$ cat config.mk
export PLATFORM = sky130hd
export DESIGN_NAME = shutdown_wakeup_controller
export DESIGN_NICKNAME = d
export VERILOG_FILES = /design/src/rtl/shutdown_wakeup_pkg.sv /design/src/rtl/shutdown_wakeup_controller.sv
export SDC_FILE = /design/constraint.sdc
export NUM_CORES = 1
export LEC_CHECK = 0
export BUFFER_PORTS_ARGS = -buffer_cell sky130_fd_sc_hd__buf_2
export CORE_UTILIZATION = 44
export DETAILED_ROUTE_END_ITERATION = 8
export PLACE_DENSITY = 0.76
export SYNTH_ARGS = -nofsm -noshare
export SYNTH_HDL_FRONTEND = slang
export SYNTH_SLANG_ARGS = --single-unit
$ cat constraint.sdc
create_clock -name ref_clk_i -period 1.8 [get_ports ref_clk_i]
set_input_delay 0 -clock ref_clk_i [delete_from_list [all_inputs] [get_ports ref_clk_i]]
set_output_delay 0 -clock ref_clk_i [all_outputs]
set_load 0.005 [all_outputs]
$ cat src/rtl/shutdown_wakeup_pkg.sv
package shutdown_wakeup_pkg;

  localparam logic [11:0] POWER_OFF_COMMAND_OFFSET  = 12'h000;
  localparam logic [11:0] WAKE_CONFIGURATION_OFFSET = 12'h004;
  localparam logic [11:0] WAKE_STATUS_OFFSET        = 12'h008;
  localparam logic [11:0] IRQ_MASK_OFFSET           = 12'h00c;

  localparam logic [7:0]  POWER_OFF_KEY       = 8'ha5;
  localparam int          KEY_LSB             = 24;
  localparam int          POWER_OFF_CMD_BIT   = 0;

  localparam int          WAKE_EDGE_LSB       = 0;
  localparam int          WAKE_DEBOUNCE_LSB   = 4;
  localparam int          TIMER_WAKE_EN_BIT   = 16;
  localparam int          CLOCK_WAKE_EN_BIT   = 17;
  localparam logic [31:0] WAKE_CONFIG_RESET   = 32'h0000_0003;

  localparam int          WAKE_FLAG_BIT       = 0;
  localparam int          TIMER_FLAG_BIT      = 16;
  localparam int          CLOCK_FLAG_BIT      = 17;

  localparam int          DEBOUNCE_UNIT       = 16;
  localparam int          POWER_OFF_DELAY     = 2;

  typedef enum logic [1:0] {
    EDGE_NONE    = 2'b00,
    EDGE_RISING  = 2'b01,
    EDGE_FALLING = 2'b10,
    EDGE_ANY     = 2'b11
  } wake_edge_t;

endpackage

$ cat src/rtl/shutdown_wakeup_controller.sv
// Notes on behaviour
// RULE1: Keyed write with command bit 1 asserts power-off output; bit 0 does nothing.
// RULE2: Power-off reaches the output pin two slow clock cycles after the write.
// RULE3: Key field must be 0xA5; any other key discards the whole write.
// RULE4: Block runs on the slow clock continuously, no clock gating.
// RULE5: Wake detector reacts to rising, falling, any change, or nothing.
// RULE6: Edge select 00 none, 01 rising, 10 falling, 11 any change.
// RULE7: Wake pulses shorter than debounce count times 16 cycles are ignored.
// RULE8: Selected transition starts counter; reaching debounce value releases power-off.
// RULE9: Any new wake input change before completion stops and clears the counter; a change that is a selected edge restarts it from zero.
// RULE10: Release comes debounce count times 16 plus 1 cycles after the event.
// RULE11: Each wake input event sets sticky flag, cleared by status read; the code sets it only when a selected edge completes the debounce.
// RULE12: Enabled timer alarm rising edge, synchronised, releases power-off.
// RULE13: Timer alarm wake sets sticky flag, cleared by status read.
// RULE14: Enabled clock alarm rising edge, synchronised, releases power-off.
// RULE15: Clock alarm wake sets sticky flag, cleared by status read.
// RULE16: Software clears alarm status before power-off, else no wake edge.
// RULE17: Disabled alarm wake enables make the alarms ineffective.
// RULE18: Once released, power-off stays low until another valid command.
//
// Register access over APB is this design's own decision.
`timescale 1ns/1ns
`default_nettype none
module shutdown_wakeup_controller
  import shutdown_wakeup_pkg::*;
#(
  parameter int DEBOUNCE_W = 4
) (
  input  wire logic        ref_clk_i,
  input  wire logic        resetn_i,
  input  wire logic        psel_i,
  input  wire logic        penable_i,
  input  wire logic        pwrite_i,
  input  wire logic [11:0] paddr_i,
  input  wire logic [31:0] pwdata_i,
  input  wire logic [3:0]  pstrb_i,
  output logic      [31:0] prdata_o,
  output logic             pready_o,
  output logic             pslverr_o,
  input  wire logic        wake_in0_i,
  input  wire logic        timer_alarm_i,
  input  wire logic        clock_alarm_i,
  output logic             power_off_out_o,
  output logic             irq_o
);

  localparam int CNT_W = DEBOUNCE_W + 5;

  typedef struct packed {
    // Pin synchronisers and previous levels
    logic [1:0]            wake_sync;
    logic                  wake_prev;
    logic [1:0]            timer_sync;
    logic                  timer_prev;
    logic [1:0]            clock_sync;
    logic                  clock_prev;
    // Debounce counter
    logic                  counting;
    logic [CNT_W-1:0]      count;
    // Command delay and pin level
    logic [POWER_OFF_DELAY-1:0] cmd_pipe;
    logic                  power_off;
    // Software configuration
    wake_edge_t            edge_sel;
    logic [DEBOUNCE_W-1:0] debounce;
    logic                  timer_en;
    logic                  clock_en;
    logic [2:0]            irq_mask;
    // Sticky flags and bus read state
    logic                  wake_flag;
    logic                  timer_flag;
    logic                  clock_flag;
    logic                  access_phase;
    logic [31:0]           rdata;
  } state_t;

  state_t state_reg;
  state_t state_next;

  logic              access;
  logic              wr;
  logic              rd;
  logic              addr_ok;
  logic              key_ok;
  logic              cmd_wr;
  logic              cfg_wr;
  logic              mask_wr;
  logic              status_rd;
  logic              wake_rise;
  logic              wake_fall;
  logic              wake_change;
  logic              wake_hit;
  logic              wake_done;
  logic              timer_rise;
  logic              clock_rise;
  logic              timer_hit;
  logic              clock_hit;
  logic              release_now;
  logic [CNT_W-1:0]  target;
  logic [31:0]       config_word;
  logic [31:0]       status_word;
  logic [2:0]        flags;

  // Register bus decode; pready is always high, so an access completes at once
  assign access  = psel_i && penable_i;
  assign addr_ok = (paddr_i == POWER_OFF_COMMAND_OFFSET)
                || (paddr_i == WAKE_CONFIGURATION_OFFSET)
                || (paddr_i == WAKE_STATUS_OFFSET)
                || (paddr_i == IRQ_MASK_OFFSET);
  assign wr      = access && pwrite_i && addr_ok;
  assign rd      = access && !pwrite_i && addr_ok;

  // RULE3 key gates the whole command write
  assign key_ok    = (pwdata_i[KEY_LSB +: 8] == POWER_OFF_KEY);
  // RULE1 command bit and both lanes
  assign cmd_wr    = wr && (paddr_i == POWER_OFF_COMMAND_OFFSET) && key_ok
                  && pwdata_i[POWER_OFF_CMD_BIT] && pstrb_i[3] && pstrb_i[0];
  assign cfg_wr    = wr && (paddr_i == WAKE_CONFIGURATION_OFFSET);
  assign mask_wr   = wr && (paddr_i == IRQ_MASK_OFFSET) && pstrb_i[0];
  // Flags clear on the edge that completes the read
  assign status_rd = rd && (paddr_i == WAKE_STATUS_OFFSET);

  // Edge detection on synchronised wake input
  assign wake_rise   = state_reg.wake_sync[1] && !state_reg.wake_prev;
  assign wake_fall   = !state_reg.wake_sync[1] && state_reg.wake_prev;
  assign wake_change = wake_rise || wake_fall;

  always_comb begin
    // RULE5 RULE6 edge selection
    unique case (state_reg.edge_sel)
      EDGE_NONE:    wake_hit = 1'b0;
      EDGE_RISING:  wake_hit = wake_rise;
      EDGE_FALLING: wake_hit = wake_fall;
      EDGE_ANY:     wake_hit = wake_change;
    endcase
  end

  // RULE7 RULE10 debounce target in slow clock cycles
  assign target = CNT_W'(state_reg.debounce) * CNT_W'(DEBOUNCE_UNIT);
  // RULE8 counter reaches programmed value
  assign wake_done = state_reg.counting && !wake_change && (state_reg.count >= target);

  // Alarm edges seen on the second synchroniser stage
  assign timer_rise = state_reg.timer_sync[1] && !state_reg.timer_prev;
  assign clock_rise = state_reg.clock_sync[1] && !state_reg.clock_prev;

  // RULE12 RULE17 gated timer alarm edge
  assign timer_hit = state_reg.timer_en && timer_rise;
  // RULE14 RULE17 gated clock alarm edge
  assign clock_hit = state_reg.clock_en && clock_rise;

  // Any enabled source releases the pin
  assign release_now = wake_done || timer_hit || clock_hit;

  // Config: edge select, debounce count, alarm enables
  assign config_word = {14'h0000, state_reg.clock_en, state_reg.timer_en,
                        {(12 - DEBOUNCE_W){1'b0}}, state_reg.debounce,
                        2'b00, state_reg.edge_sel};
  // Status: wake flag in bit 0, alarm flags in bits 16 and 17
  assign status_word = {14'h0000, state_reg.clock_flag, state_reg.timer_flag,
                        15'h0000, state_reg.wake_flag};
  // Interrupt sources in the mask register's bit order
  assign flags       = {state_reg.clock_flag, state_reg.timer_flag, state_reg.wake_flag};

  always_comb begin
    state_next = state_reg;
    // RULE4 input synchronisers on the free running slow clock
    // Two flops per pin; only the second stage feeds any logic
    state_next.wake_sync  = {state_reg.wake_sync[0], wake_in0_i};
    state_next.wake_prev  = state_reg.wake_sync[1];

    state_next.timer_sync = {state_reg.timer_sync[0], timer_alarm_i};
    state_next.timer_prev = state_reg.timer_sync[1];

    state_next.clock_sync = {state_reg.clock_sync[0], clock_alarm_i};
    state_next.clock_prev = state_reg.clock_sync[1];

    // A setup cycle makes the next cycle an access cycle
    state_next.access_phase = psel_i && !penable_i;

    // RULE9 restart counting on a selected edge, clear on any other change
    // A selected edge starts from zero, any other change aborts
    if (wake_hit) begin
      state_next.counting = 1'b1;
      state_next.count    = '0;
    end else if (wake_change || wake_done) begin
      state_next.counting = 1'b0;
      state_next.count    = '0;
    end else if (state_reg.counting) begin
      state_next.count = state_reg.count + CNT_W'(1);
    end

    // RULE1 RULE2 RULE3 keyed command enters the delay pipe
    // Shift toward the pin once per slow clock cycle
    state_next.cmd_pipe = {state_reg.cmd_pipe[POWER_OFF_DELAY-2:0], 1'b0};
    if (cmd_wr) begin
      state_next.cmd_pipe[0] = 1'b1;
    end

    // RULE18 output holds until the next command or a wake
    if (state_reg.cmd_pipe[POWER_OFF_DELAY-1]) begin
      state_next.power_off = 1'b1;
    end else if (release_now) begin
      state_next.power_off = 1'b0;
    end

    if (cfg_wr) begin
      // Lane 0: edge select and debounce count
      if (pstrb_i[0]) begin
        state_next.edge_sel = wake_edge_t'(pwdata_i[WAKE_EDGE_LSB +: 2]);
        state_next.debounce = pwdata_i[WAKE_DEBOUNCE_LSB +: DEBOUNCE_W];
      end
      // Lane 2: alarm wake enables
      if (pstrb_i[2]) begin
        state_next.timer_en = pwdata_i[TIMER_WAKE_EN_BIT];
        state_next.clock_en = pwdata_i[CLOCK_WAKE_EN_BIT];
      end
    end
    if (mask_wr) begin
      state_next.irq_mask = pwdata_i[2:0];
    end

    // Status read clears, a same-cycle event still sets
    // The sets come after the clear so no event is lost
    if (status_rd) begin
      state_next.wake_flag  = 1'b0;
      state_next.timer_flag = 1'b0;
      state_next.clock_flag = 1'b0;
    end
    // RULE11 wake input flag
    if (wake_done) begin
      state_next.wake_flag = 1'b1;
    end
    // RULE13 timer alarm flag
    if (timer_hit) begin
      state_next.timer_flag = 1'b1;
    end
    // RULE15 clock alarm flag
    if (clock_hit) begin
      state_next.clock_flag = 1'b1;
    end

    state_next.rdata = 32'h0000_0000;
    if (access && !pwrite_i) begin
      unique case (paddr_i)
        WAKE_CONFIGURATION_OFFSET: state_next.rdata = config_word;
        WAKE_STATUS_OFFSET:        state_next.rdata = status_word;
        IRQ_MASK_OFFSET:           state_next.rdata = {29'h0, state_reg.irq_mask};
        default:                   state_next.rdata = 32'h0000_0000;
      endcase
    end
  end

  always_ff @(posedge ref_clk_i or negedge resetn_i) begin
    if (!resetn_i) begin
      // Configuration fields start from the reset word
      state_reg          <= '0;
      state_reg.edge_sel <= wake_edge_t'(WAKE_CONFIG_RESET[WAKE_EDGE_LSB +: 2]);
      state_reg.debounce <= WAKE_CONFIG_RESET[WAKE_DEBOUNCE_LSB +: DEBOUNCE_W];
      state_reg.timer_en <= WAKE_CONFIG_RESET[TIMER_WAKE_EN_BIT];
      state_reg.clock_en <= WAKE_CONFIG_RESET[CLOCK_WAKE_EN_BIT];
    end else begin
      state_reg <= state_next;
    end
  end

  // Zero wait states: every access completes in its first access cycle
  assign pready_o        = 1'b1;
  // Unmapped accesses are flagged, writes to them dropped
  assign pslverr_o       = access && !addr_ok;
  // Read data comes from the registered state in the access cycle
  assign prdata_o        = state_reg.access_phase ? read_mux(paddr_i) : state_reg.rdata;
  assign power_off_out_o = state_reg.power_off;
  assign irq_o           = |(flags & state_reg.irq_mask);

  function automatic logic [31:0] read_mux(input logic [11:0] addr);
    logic [31:0] value;
    value = 32'h0000_0000;
    if (addr == WAKE_CONFIGURATION_OFFSET) begin
      value = config_word;
    end else if (addr == WAKE_STATUS_OFFSET) begin
      value = status_word;
    end else if (addr == IRQ_MASK_OFFSET) begin
      value = {29'h0, state_reg.irq_mask};
    end
    return value;
  endfunction

endmodule
`default_nettype wire

==> run_results.csv, run 1 <==
group,metric,value,unit
pwr,power_density,579,nW/um^2
synthesis,yosys.area_share.adder,0.0419,
synthesis,synth-simple-area-share,0.185,
floorplan,die-width,75.7,um
synthesis,synth_top_area_share,0.461,
synthesis,synth-async-reset-ratio,1.00,
cts,clk_path_buf_depth,2,
detailed_routing,route.detailed.wl_per_inst,13.2,um
synthesis,synth_top_cells_by_area,"dfrtp_1, buf_4, ha_1",
timing,timing.final.max_slew_violations,0,
placement,gpl.final_weighted_congestion,0.780,
synthesis,syn_area,2390,um^2
cts,cts_tree,"built",
cts,insertion_delay,0.30,ns
hold_path,worst_hold_path_type,"in2reg",
timing,setup_total_negative_slack,0,ns
cells_and_area,layout-drive-gt1-share,0.339,
cts,clock_sink_total,46,
setup_path,start_kind,"register",
timing,clock-skew-final,0.00714,ns
setup_path,crit_path_max_fanout,3,
synthesis,dominant_combinational_cell_family_by_area_after_synthesis,"simple AND/OR/NAND/NOR gates",
cts,cts_root_buffer,"clkbuf_8",
detailed_routing,drt-vias-per-instance,4.81,
cells_and_area,commonest_non_fill_non_tap_cells_in_the_layout,"buf_2, dfrtp_1, conb_1",
synthesis,synth_ff_type,"dfrtp_1",
synthesis,yosys.area_share.xor_xnor,0.0257,
timing,hold_viol_final,0,
detailed_routing,initialDrtViolationCount,122,
grt,via_count_of_the_first_global_routing_pass,1759,
grt,antenna_found_initial,0,
synthesis,synth_cell_type_count,46,
synthesis,synth.yosys.seq_area_share,0.483,
grt,first_pass_grt_wire_length,7.92,mm
grt,total_congestion_overflow_after_global_routing,0,
synthesis,cell_count_after_synthesis,217,
synthesis,synthMuxAreaShare,0.0733,
setup_path,critPathArrivalTime,1.93,ns
synthesis,synth_seq_cells,46,
setup_path,timing_worst_setup_path_type,"reg2reg",
timing,period_needed,1.73,ns
timing,min_period_over_period,0.959,
floorplan,rows,26,
pwr,power.ir.vdd_worst,491,uV
timing,fmax,579,MHz
cells_and_area,layout.cells.most_common,"buf_2",
floorplan,ios,92,
placement,detailedPlacementHpwl,3.64,mm
status,run_status,"complete, no violations",
cells_and_area,area.growth.synth_to_final,32.3,%
floorplan,vertical_extent_of_the_die,75.7,um
cts,h-tree-depth,2,
setup_path,critical_path.endpoint_type,"register",
detailed_routing,wirelength,5.00,mm
cts,tritoncts_buffer_count,5,
detailed_routing,drt-pass1-iter-count,4,
synthesis,synth-compound-area-share,0.0854,
synthesis,synthDominantAreaCellType,"dfrtp_1",
cts,clk_pin_slew,0.08,ns
placement,portBuffers,51,
detailed_routing,drc,0,
synthesis,synthesis.area_per_instance,11.0,um^2
pwr,design_power_total,1.83,mW
timing,setup-violations-final,0,
pwr,total_leakage_power,1.56,nW
setup_path,ff2ff_setup_slack,0.07,ns
grt,grt_util_all_layers,0.189,
cells_and_area,finish.net_count,375,
floorplan,die_area,5730,um^2
floorplan,core-area,5170,um^2
grt,largest_net_degree_at_the_start_of_global_routing,27,
cells_and_area,antennaDiodeCount,0,
detailed_routing,via_count,1827,
detailed_routing,route.antenna.remaining_nets,0,
setup_path,timing.critical_path.required,2.00,ns
cells_and_area,largest_register_ff_count,27,
timing,setup_repair_after_global_routing_missed_its_margin,"false",
floorplan,floorplan.initialDensity,0.462,
synthesis,number_of_enable_flip_flop_cells_after_synthesis,0,
synthesis,synth_warnings,0,
job,max_cap_violations,0,
path summary, 6_finish.rpt:
check                      depth (start not counted)        endpoint      startpoint
max                                                6   state_reg[51]   state_reg[56]
min                                                3    state_reg[1]      paddr_i[2]
max reg2reg                                        6   state_reg[51]   state_reg[56]
min reg2reg                                        0  state_next[63]  state_next[65]
max in group asynchronous                          3  config_word[0]        resetn_i
min in group asynchronous                          2  state_next[68]        resetn_i
synthesized netlist by cell type (3+ instances only):
master and count:
mux2_4 5, nand3_1 8, dfrtp_1 44, nand2_1 19, nor3_1 11, o2bb2ai_1 7, nor2b_1 5, inv_1 11
and2_1 6, mux2_2 8, buf_4 24, nand3b_1 3, ha_1 8, xnor2_1 5, clkbuf_1 3, nor2_1 11
stage by stage:
stage	setup slack (ns)	cell area (um^2)	utilization	hold slack, ns	instances
floorplan	0.0847	2470	-	-0.296	239
global placement	-0.0108	2780	0.537	-0.0171	351
detailed placement	-0.124	2780	0.537	-0.00698	351
CTS	0.0106	3080	0.595	0.000237	378
global route	0.0000253	3160	0.611	0.00713	380
finish	0.0735	3160	0.611	0.00724	380
per-layer routing:
layer,routed length [um],part of all wire,track usage
met1,2240,0.45,0.248
met2,2480,0.50,0.317
met3,250,0.050,0.0529
met4,31,0.0062,0.0370
met5,0,0,0
critical path: stages, from the launching register on:
cell and delay, ns:
dfrtp_1 0.39, ha_1 0.33, a21oi_1 0.15, a21boi_1 0.13, o211a_4 0.30, buf_4 0.14, nor3_1 0.20
cell type report:
cell class / instances / area, um^2
fillers: 436 / 2010
flip-flops and latches: 46 / 1150
multi-input cells: 154 / 1130
repair buffers: 93 / 666
well taps: 70 / 87.6
clock buffers: 6 / 82.6
inverters: 11 / 41.3
report_power, final:
| part | internal [mW] | total [mW] | switching, mW | leakage, nW |
|---|---|---|---|---|
| combinational | 0.0792 | 0.164 | 0.0848 | 0.913 |
| sequential | 1.04 | 1.05 | 0.00715 | 0.603 |
| clock | 0.296 | 0.615 | 0.319 | 0.0431 |
| total | 1.42 | 1.83 | 0.411 | 1.56 |
logic make-up (layout without fill, tap and decap cells):
group | after synthesis | count (layout)
AO/OA/AOI/OAI | 25 | 25
multiplexers | 14 | 14
AND/OR/NAND/NOR | 76 | 76
flip-flops | 46 | 46
other | 2 | 24
XOR/XNOR | 7 | 7
buffers and inverters | 39 | 110
adder cells (fa/ha/maj) | 8 | 8
timing repair:
| action | in CTS | in global routing |
|---|---|---|
| hold endpoints to repair | 36 | 0 |
| setup buffers | 0 | 1 |
| endpoints found under the setup margin | 11 | 11 |
| hold buffers | 21 | 0 |
| pin swaps | 0 | 3 |
| cloned | 0 | 1 |
| resized for setup | 1 | 6 |
Note: power is estimated with default switching activity, not from simulation.
==> inputs of run 2 (changes only) <==
--- a/config.mk
+++ b/config.mk
@@ -6,9 +6,11 @@
 export NUM_CORES = 1
 export LEC_CHECK = 0
 export BUFFER_PORTS_ARGS = -buffer_cell sky130_fd_sc_hd__buf_2
+export CORE_MARGIN = 8
 export CORE_UTILIZATION = 44
 export DETAILED_ROUTE_END_ITERATION = 8
 export PLACE_DENSITY = 0.76
+export RECOVER_POWER = 100
 export SYNTH_ARGS = -nofsm -noshare
 export SYNTH_HDL_FRONTEND = slang
 export SYNTH_SLANG_ARGS = --single-unit
==> run 2 against run 1 <==
Against the previous run: worst hold slack improved by 0.059 ns; critical path depth rose by 1; power rose by 7.9%.
==> run_results.csv, run 2 (synthesis results as in run 1) <==
group,metric,value,unit
setup_path,timing.critical_path.required,2.00,ns
timing,final_worst_path_setup_slack,0.0784,ns
cells_and_area,layout.cells.most_common,"dfrtp_1",
cts,tritoncts_buffer_count,5,
cells_and_area,antennaDiodeCount,0,
timing,final.hold.worst_slack,0.0659,ns
detailed_routing,drc,0,
setup_path,slowest_delay,0.53,ns
grt,grt_util_all_layers,0.139,
job,max_cap_violations,0,
setup_path,slowest_cell_on_the_critical_path,"dlygate4sd3_1",
cells_and_area,instances_no_fill,384,
floorplan,vertical_extent_of_the_die,89.7,um
floorplan,rows,27,
cts,clock_sink_total,46,
floorplan,floorplan.initialDensity,0.445,
cells_and_area,largest_register_ff_count,27,
setup_path,cell_count_of_the_worst_reg_to_reg_path,6,
timing,clock-skew-final,0.00489,ns
setup_path,cell_mode_on_critical_path,"clkbuf_1",
timing,timing.final.max_slew_violations,0,
setup_path,crit_buf_inv,3,
timing,fmax,581,MHz
floorplan,die-width,89.7,um
setup_path,crit_path_max_fanout,6,
timing,hold_viol_final,0,
setup_path,start_kind,"input port",
placement,dpl_cell_area,2760,um^2
hold_path,worst_hold_path_type,"in2reg",
placement,detailedPlacementHpwl,4.07,mm
timing,worst_pin_slew,1.13,ns
grt,antenna_found_initial,0,
cts,h-tree-depth,2,
detailed_routing,via_count,1854,
cells_and_area,multi_input_area,1070,um^2
placement,portBuffers,51,
cts,cts_tree,"built",
pwr,design_power_total,1.97,mW
cells_and_area,layout.cell_area.non_filler,3070,um^2
floorplan,die_area,8040,um^2
timing,period_needed,1.72,ns
cells_and_area,area.growth.synth_to_final,28.4,%
grt,via_count_of_the_first_global_routing_pass,1900,
cells_and_area,commonest_non_fill_non_tap_cells_in_the_layout,"dfrtp_1, buf_2, conb_1",
cells_and_area,utilization,0.571,
cts,clk_path_buf_depth,2,
grt,largest_net_degree_at_the_start_of_global_routing,26,
timing,timing.slew.headroom,0.247,
hold_path,worstHoldPathCells,3,
pwr,power_density,644,nW/um^2
placement,gpl.final_weighted_congestion,0.818,
grt,grtUsageMet3,0.0364,
cells_and_area,final.fill_count,471,
cts,cts_root_buffer,"clkbuf_8",
floorplan,ios,92,
cells_and_area,layout-drive-gt1-share,0.269,
detailed_routing,drt-pass1-iter-count,4,
grt,use_met1,0.179,
placement,dp.cells,352,
grt,met2_usage,0.218,
cts,insertion_delay,0.30,ns
cells_and_area,finish.net_count,375,
detailed_routing,wirelength,5.36,mm
grt,first_pass_grt_wire_length,8.51,mm
hold_path,timing.hold.worst_endpoint,"state_reg[2]",
grt,grt_most_used_layer,"met2",
setup_path,ff2ff_setup_slack,0.14,ns
floorplan,core-area,5370,um^2
setup_path,timing_worst_setup_path_type,"in2reg",
cts,clk_pin_slew,0.08,ns
hold_path,worst_hold_startpoint,"paddr_i[2]",
timing,setup-violations-final,0,
setup_path,critPathArrivalTime,1.92,ns
detailed_routing,initialDrtViolationCount,109,
pwr,total_leakage_power,1.48,nW
status,run_status,"complete, no violations",
placement,post-place-ws,0.0583,ns
setup_path,critical_path.endpoint_type,"register",
detailed_routing,drt-vias-per-instance,4.83,
timing,setup_total_negative_slack,0,ns
detailed_routing,route.detailed.wl_per_inst,13.9,um
pwr,power.ir.vdd_worst,403,uV
setup_path,path_delay_family,"buffers and inverters",
cells_and_area,sequential_area,1150,um^2
setup_path,critical_path.reg2reg.endpoint,"state_reg[50]",
timing,min_period_over_period,0.956,
setup_path,worst_r2r_src,"state_reg[56]",
grt,total_congestion_overflow_after_global_routing,0,
detailed_routing,route.antenna.remaining_nets,0,
setup_path,critical_path.cell_chain,"dlygate4sd3_1 > clkbuf_1 > and3_1 > and2_1 > nand3_1 > clkbuf_1 > mux2_2",
## run 2: worst max path at each step
stage,startpoint,to,cells past startpoint
after floorplan,state_reg[56],power_off_out_o,6
after global placement,paddr_i[7],config_word[17],6
after detailed placement,state_reg[56],power_off_out_o,6
after CTS,state_reg[56],power_off_out_o,6
after global routing,state_reg[56],state_reg[58],6
final,penable_i,config_word[7],7
## run 2: worst register-to-register path: cells and delay by family, from the launching register on
| kind | cells | cell delay, ns |
|---|---|---|
| DFF | 1 | 0.39 |
| AOI/OAI and AO/OA | 3 | 0.49 |
| buffers and inverters | 1 | 0.16 |
| adders and majority gates | 1 | 0.33 |
| and+or+nand+nor | 1 | 0.20 |
## run 2: final cells by class
| cell class | count | area share |
|---|---|---|
| clock buffers | 6 | 0.0237 |
| clock inverters | 2 | 0.0122 |
| inverters | 11 | 0.0135 |
| multi-input cells | 154 | 0.349 |
| flip-flops and latches | 46 | 0.376 |
| well taps | 72 | 0.0294 |
| repair buffers | 93 | 0.196 |
## run 2: timing repair
action | CTS | global route
buffers inserted | 0 | 2
hold buffers | 19 | 4
setup endpoints to repair | 0 | 12
resized for setup | 0 | 5
endpoints found under the hold margin | 36 | 1
## run 2: routing by layer
layer | vias up | routed length (um)
met5 | - | 0
met4 | 0 | 73
met3 | 7 | 393
met2 | 61 | 2550
met1 | 892 | 2340
li1 | 894 | -
## run 2: power by group
group	leakage [nW]	internal [mW]	switching (mW)
Sequential	0.603	1.04	0.00724
Clock	0.0514	0.414	0.349
Combinational	0.823	0.0763	0.0838
==> inputs of run 3 (changes only) <==
--- a/config.mk
+++ b/config.mk
@@ -9,6 +9,7 @@
 export CORE_MARGIN = 8
 export CORE_UTILIZATION = 44
 export DETAILED_ROUTE_END_ITERATION = 8
+export GPL_TIMING_DRIVEN = 0
 export PLACE_DENSITY = 0.76
 export RECOVER_POWER = 100
 export SYNTH_ARGS = -nofsm -noshare
==> run 3 against run 2 <==
Against the previous run: the flow now finishes with violations (setup timing); fmax fell by 4.4%; global-route usage fell by 0.40 points; sequential share of layout area fell by 2.7 points; highest routed layer unchanged.
==> run_results.csv, run 3 (synthesis results as in run 1) <==
group,metric,value,unit
placement,detailedPlacementHpwl,4.01,mm
cells_and_area,area.growth.synth_to_final,38.9,%
detailed_routing,drc,0,
floorplan,ios,92,
grt,use_met1,0.171,
timing,min_period_over_period,1.00,
timing,worst_pin_slew,1.11,ns
timing,hold_viol_final,0,
grt,largest_net_degree_at_the_start_of_global_routing,47,
floorplan,rows,27,
detailed_routing,via_count,1903,
pwr,total_leakage_power,1.65,nW
floorplan,die-width,89.7,um
cells_and_area,instances_no_fill,403,
cells_and_area,commonest_non_fill_non_tap_cells_in_the_layout,"buf_2, dfrtp_1, buf_4",
status,violations,"setup timing",
detailed_routing,route.detailed.wl_per_inst,14.4,um
timing,final_worst_path_setup_slack,-0.000596,ns
timing,timing.slew.headroom,0.261,
status,run_status,"finished with violations",
timing,setup_total_negative_slack,-0.000596,ns
cts,clock_sink_total,46,
grt,via_count_of_the_first_global_routing_pass,1812,
setup_path,slowest_delay,0.40,ns
cells_and_area,utilization,0.618,
floorplan,core-area,5370,um^2
cts,tritoncts_buffer_count,5,
cts,clk_pin_slew,0.08,ns
placement,portBuffers,51,
placement,gpl.final_weighted_congestion,0.844,
cells_and_area,layout-drive-gt1-share,0.384,
setup_path,timing_worst_setup_path_type,"reg2reg",
setup_path,slowest_cell_on_the_critical_path,"dfrtp_2",
pwr,power_density,594,nW/um^2
timing,timing.final.max_slew_violations,0,
cts,clk_path_buf_depth,2,
cells_and_area,largest_register_ff_count,27,
grt,grt_util_all_layers,0.135,
pwr,power.ir.vdd_worst,419,uV
timing,setup_repair_after_global_routing_missed_its_margin,"true",
cells_and_area,finish.net_count,394,
setup_path,critPathArrivalTime,1.98,ns
cells_and_area,layout.cells.most_common,"buf_2",
detailed_routing,route.antenna.remaining_nets,0,
placement,dp.cells,362,
setup_path,timing.critical_path.required,1.97,ns
detailed_routing,drt-vias-per-instance,4.72,
cells_and_area,antennaDiodeCount,0,
grt,total_congestion_overflow_after_global_routing,0,
floorplan,vertical_extent_of_the_die,89.7,um
setup_path,critical_path.endpoint_type,"register",
job,max_cap_violations,0,
grt,first_pass_grt_wire_length,8.38,mm
grt,grt_most_used_layer,"met2",
setup_path,start_kind,"register",
floorplan,die_area,8040,um^2
cts,insertion_delay,0.30,ns
detailed_routing,drt-pass1-iter-count,4,
setup_path,critical_path.cell_chain,"inv_2 > ha_4 > nand3_4 > o41ai_4 > o211a_1 > clkbuf_16 > nor3_1",
timing,period_needed,1.80,ns
cts,cts_root_buffer,"clkbuf_8",
timing,fmax,555,MHz
detailed_routing,initialDrtViolationCount,79,
timing,clock-skew-final,0.00426,ns
floorplan,floorplan.initialDensity,0.445,
hold_path,worst_hold_path_type,"in2reg",
setup_path,crit_path_max_fanout,5,
timing,setup-violations-final,1,
cells_and_area,final.fill_count,450,
grt,antenna_found_initial,0,
cts,cts_tree,"built",
grt,grtUsageMet3,0.0428,
cts,h-tree-depth,2,
detailed_routing,wirelength,5.79,mm
grt,met2_usage,0.218,
[run 3: cell type report]
type | count | area [um^2] | share of cell area
Sequential cell | 46 | 1160 | 0.349
Timing Repair Buffer | 84 | 563 | 0.170
Multi-Input combinational cell | 154 | 1140 | 0.344
Clock buffer | 8 | 110 | 0.0332
Buffer | 28 | 214 | 0.0645
Tap cell | 72 | 90.1 | 0.0272
Inverter | 11 | 41.3 | 0.0124
[run 3: final timing paths]
kind	from	end	slack, ns	depth (start not counted)
max in group asynchronous	resetn_i	config_word[7]	0.60	2
setup reg to reg	config_word[7]	state_reg[56]	-0.0006	7
hold reg to reg	state_next[68]	state_next[66]	0.35	0
hold / removal	pstrb_i[2]	config_word[17]	0.03	3
min in group asynchronous	resetn_i	state_next[66]	0.45	2
setup / recovery	config_word[7]	state_reg[56]	-0.0006	7
[run 3: where the power goes]
group          leakage [nW]  internal (mW)  switching (mW)
clock network        0.0575          0.388           0.338
registers             0.600           1.04         0.00741
logic                 0.995          0.103          0.0907
[run 3: timing repair]
| action | in CTS | in global routing |
|---|---|---|
| cloned | 0 | 1 |
| resized for setup | 3 | 17 |
| buffers inserted | 0 | 13 |
| endpoints found under the hold margin | 61 | 0 |
| endpoints found under the setup margin | 10 | 11 |
| pin swaps | 1 | 5 |
| hold buffers | 19 | 0 |
[run 3: worst max-delay path: cells and delay by family, from the launching register on]
| family | cells | cell delay, ns |
|---|---|---|
| AOI/OAI and AO/OA | 2 | 0.61 |
| DFF | 1 | 0.40 |
| adders and majority gates | 1 | 0.29 |
| buffers and inverters | 2 | 0.24 |
| and+or+nand+nor | 2 | 0.14 |
[run 3: routing by layer]
| layer | wire length [um] | vias to the layer above |
|---|---|---|
| li1 | - | 935 |
| met1 | 2460 | 901 |
| met2 | 2800 | 59 |
| met3 | 468 | 8 |
| met4 | 56 | 0 |
| met5 | 0 | - |
[run 3: per-stage QoR]
| stage | instance area [um^2] | setup slack [ns] | hold WS, ns | power, mW |
|---|---|---|---|---|
| 6_report | 3320 | -0.000596 | 0.0281 | 1.97 |
| 5_1_grt | 3320 | -0.0491 | 0.0221 | 2.06 |
| 4_1_cts | 3130 | 0.00690 | 0.0538 | 1.98 |
| 3_5_place_dp | 2820 | -0.187 | 0.109 | 1.23 |
| 3_3_place_gp | 2820 | -0.109 | 0.108 | 1.23 |
| 2_1_floorplan | 2470 | 0.0847 | -0.296 | 1.15 |
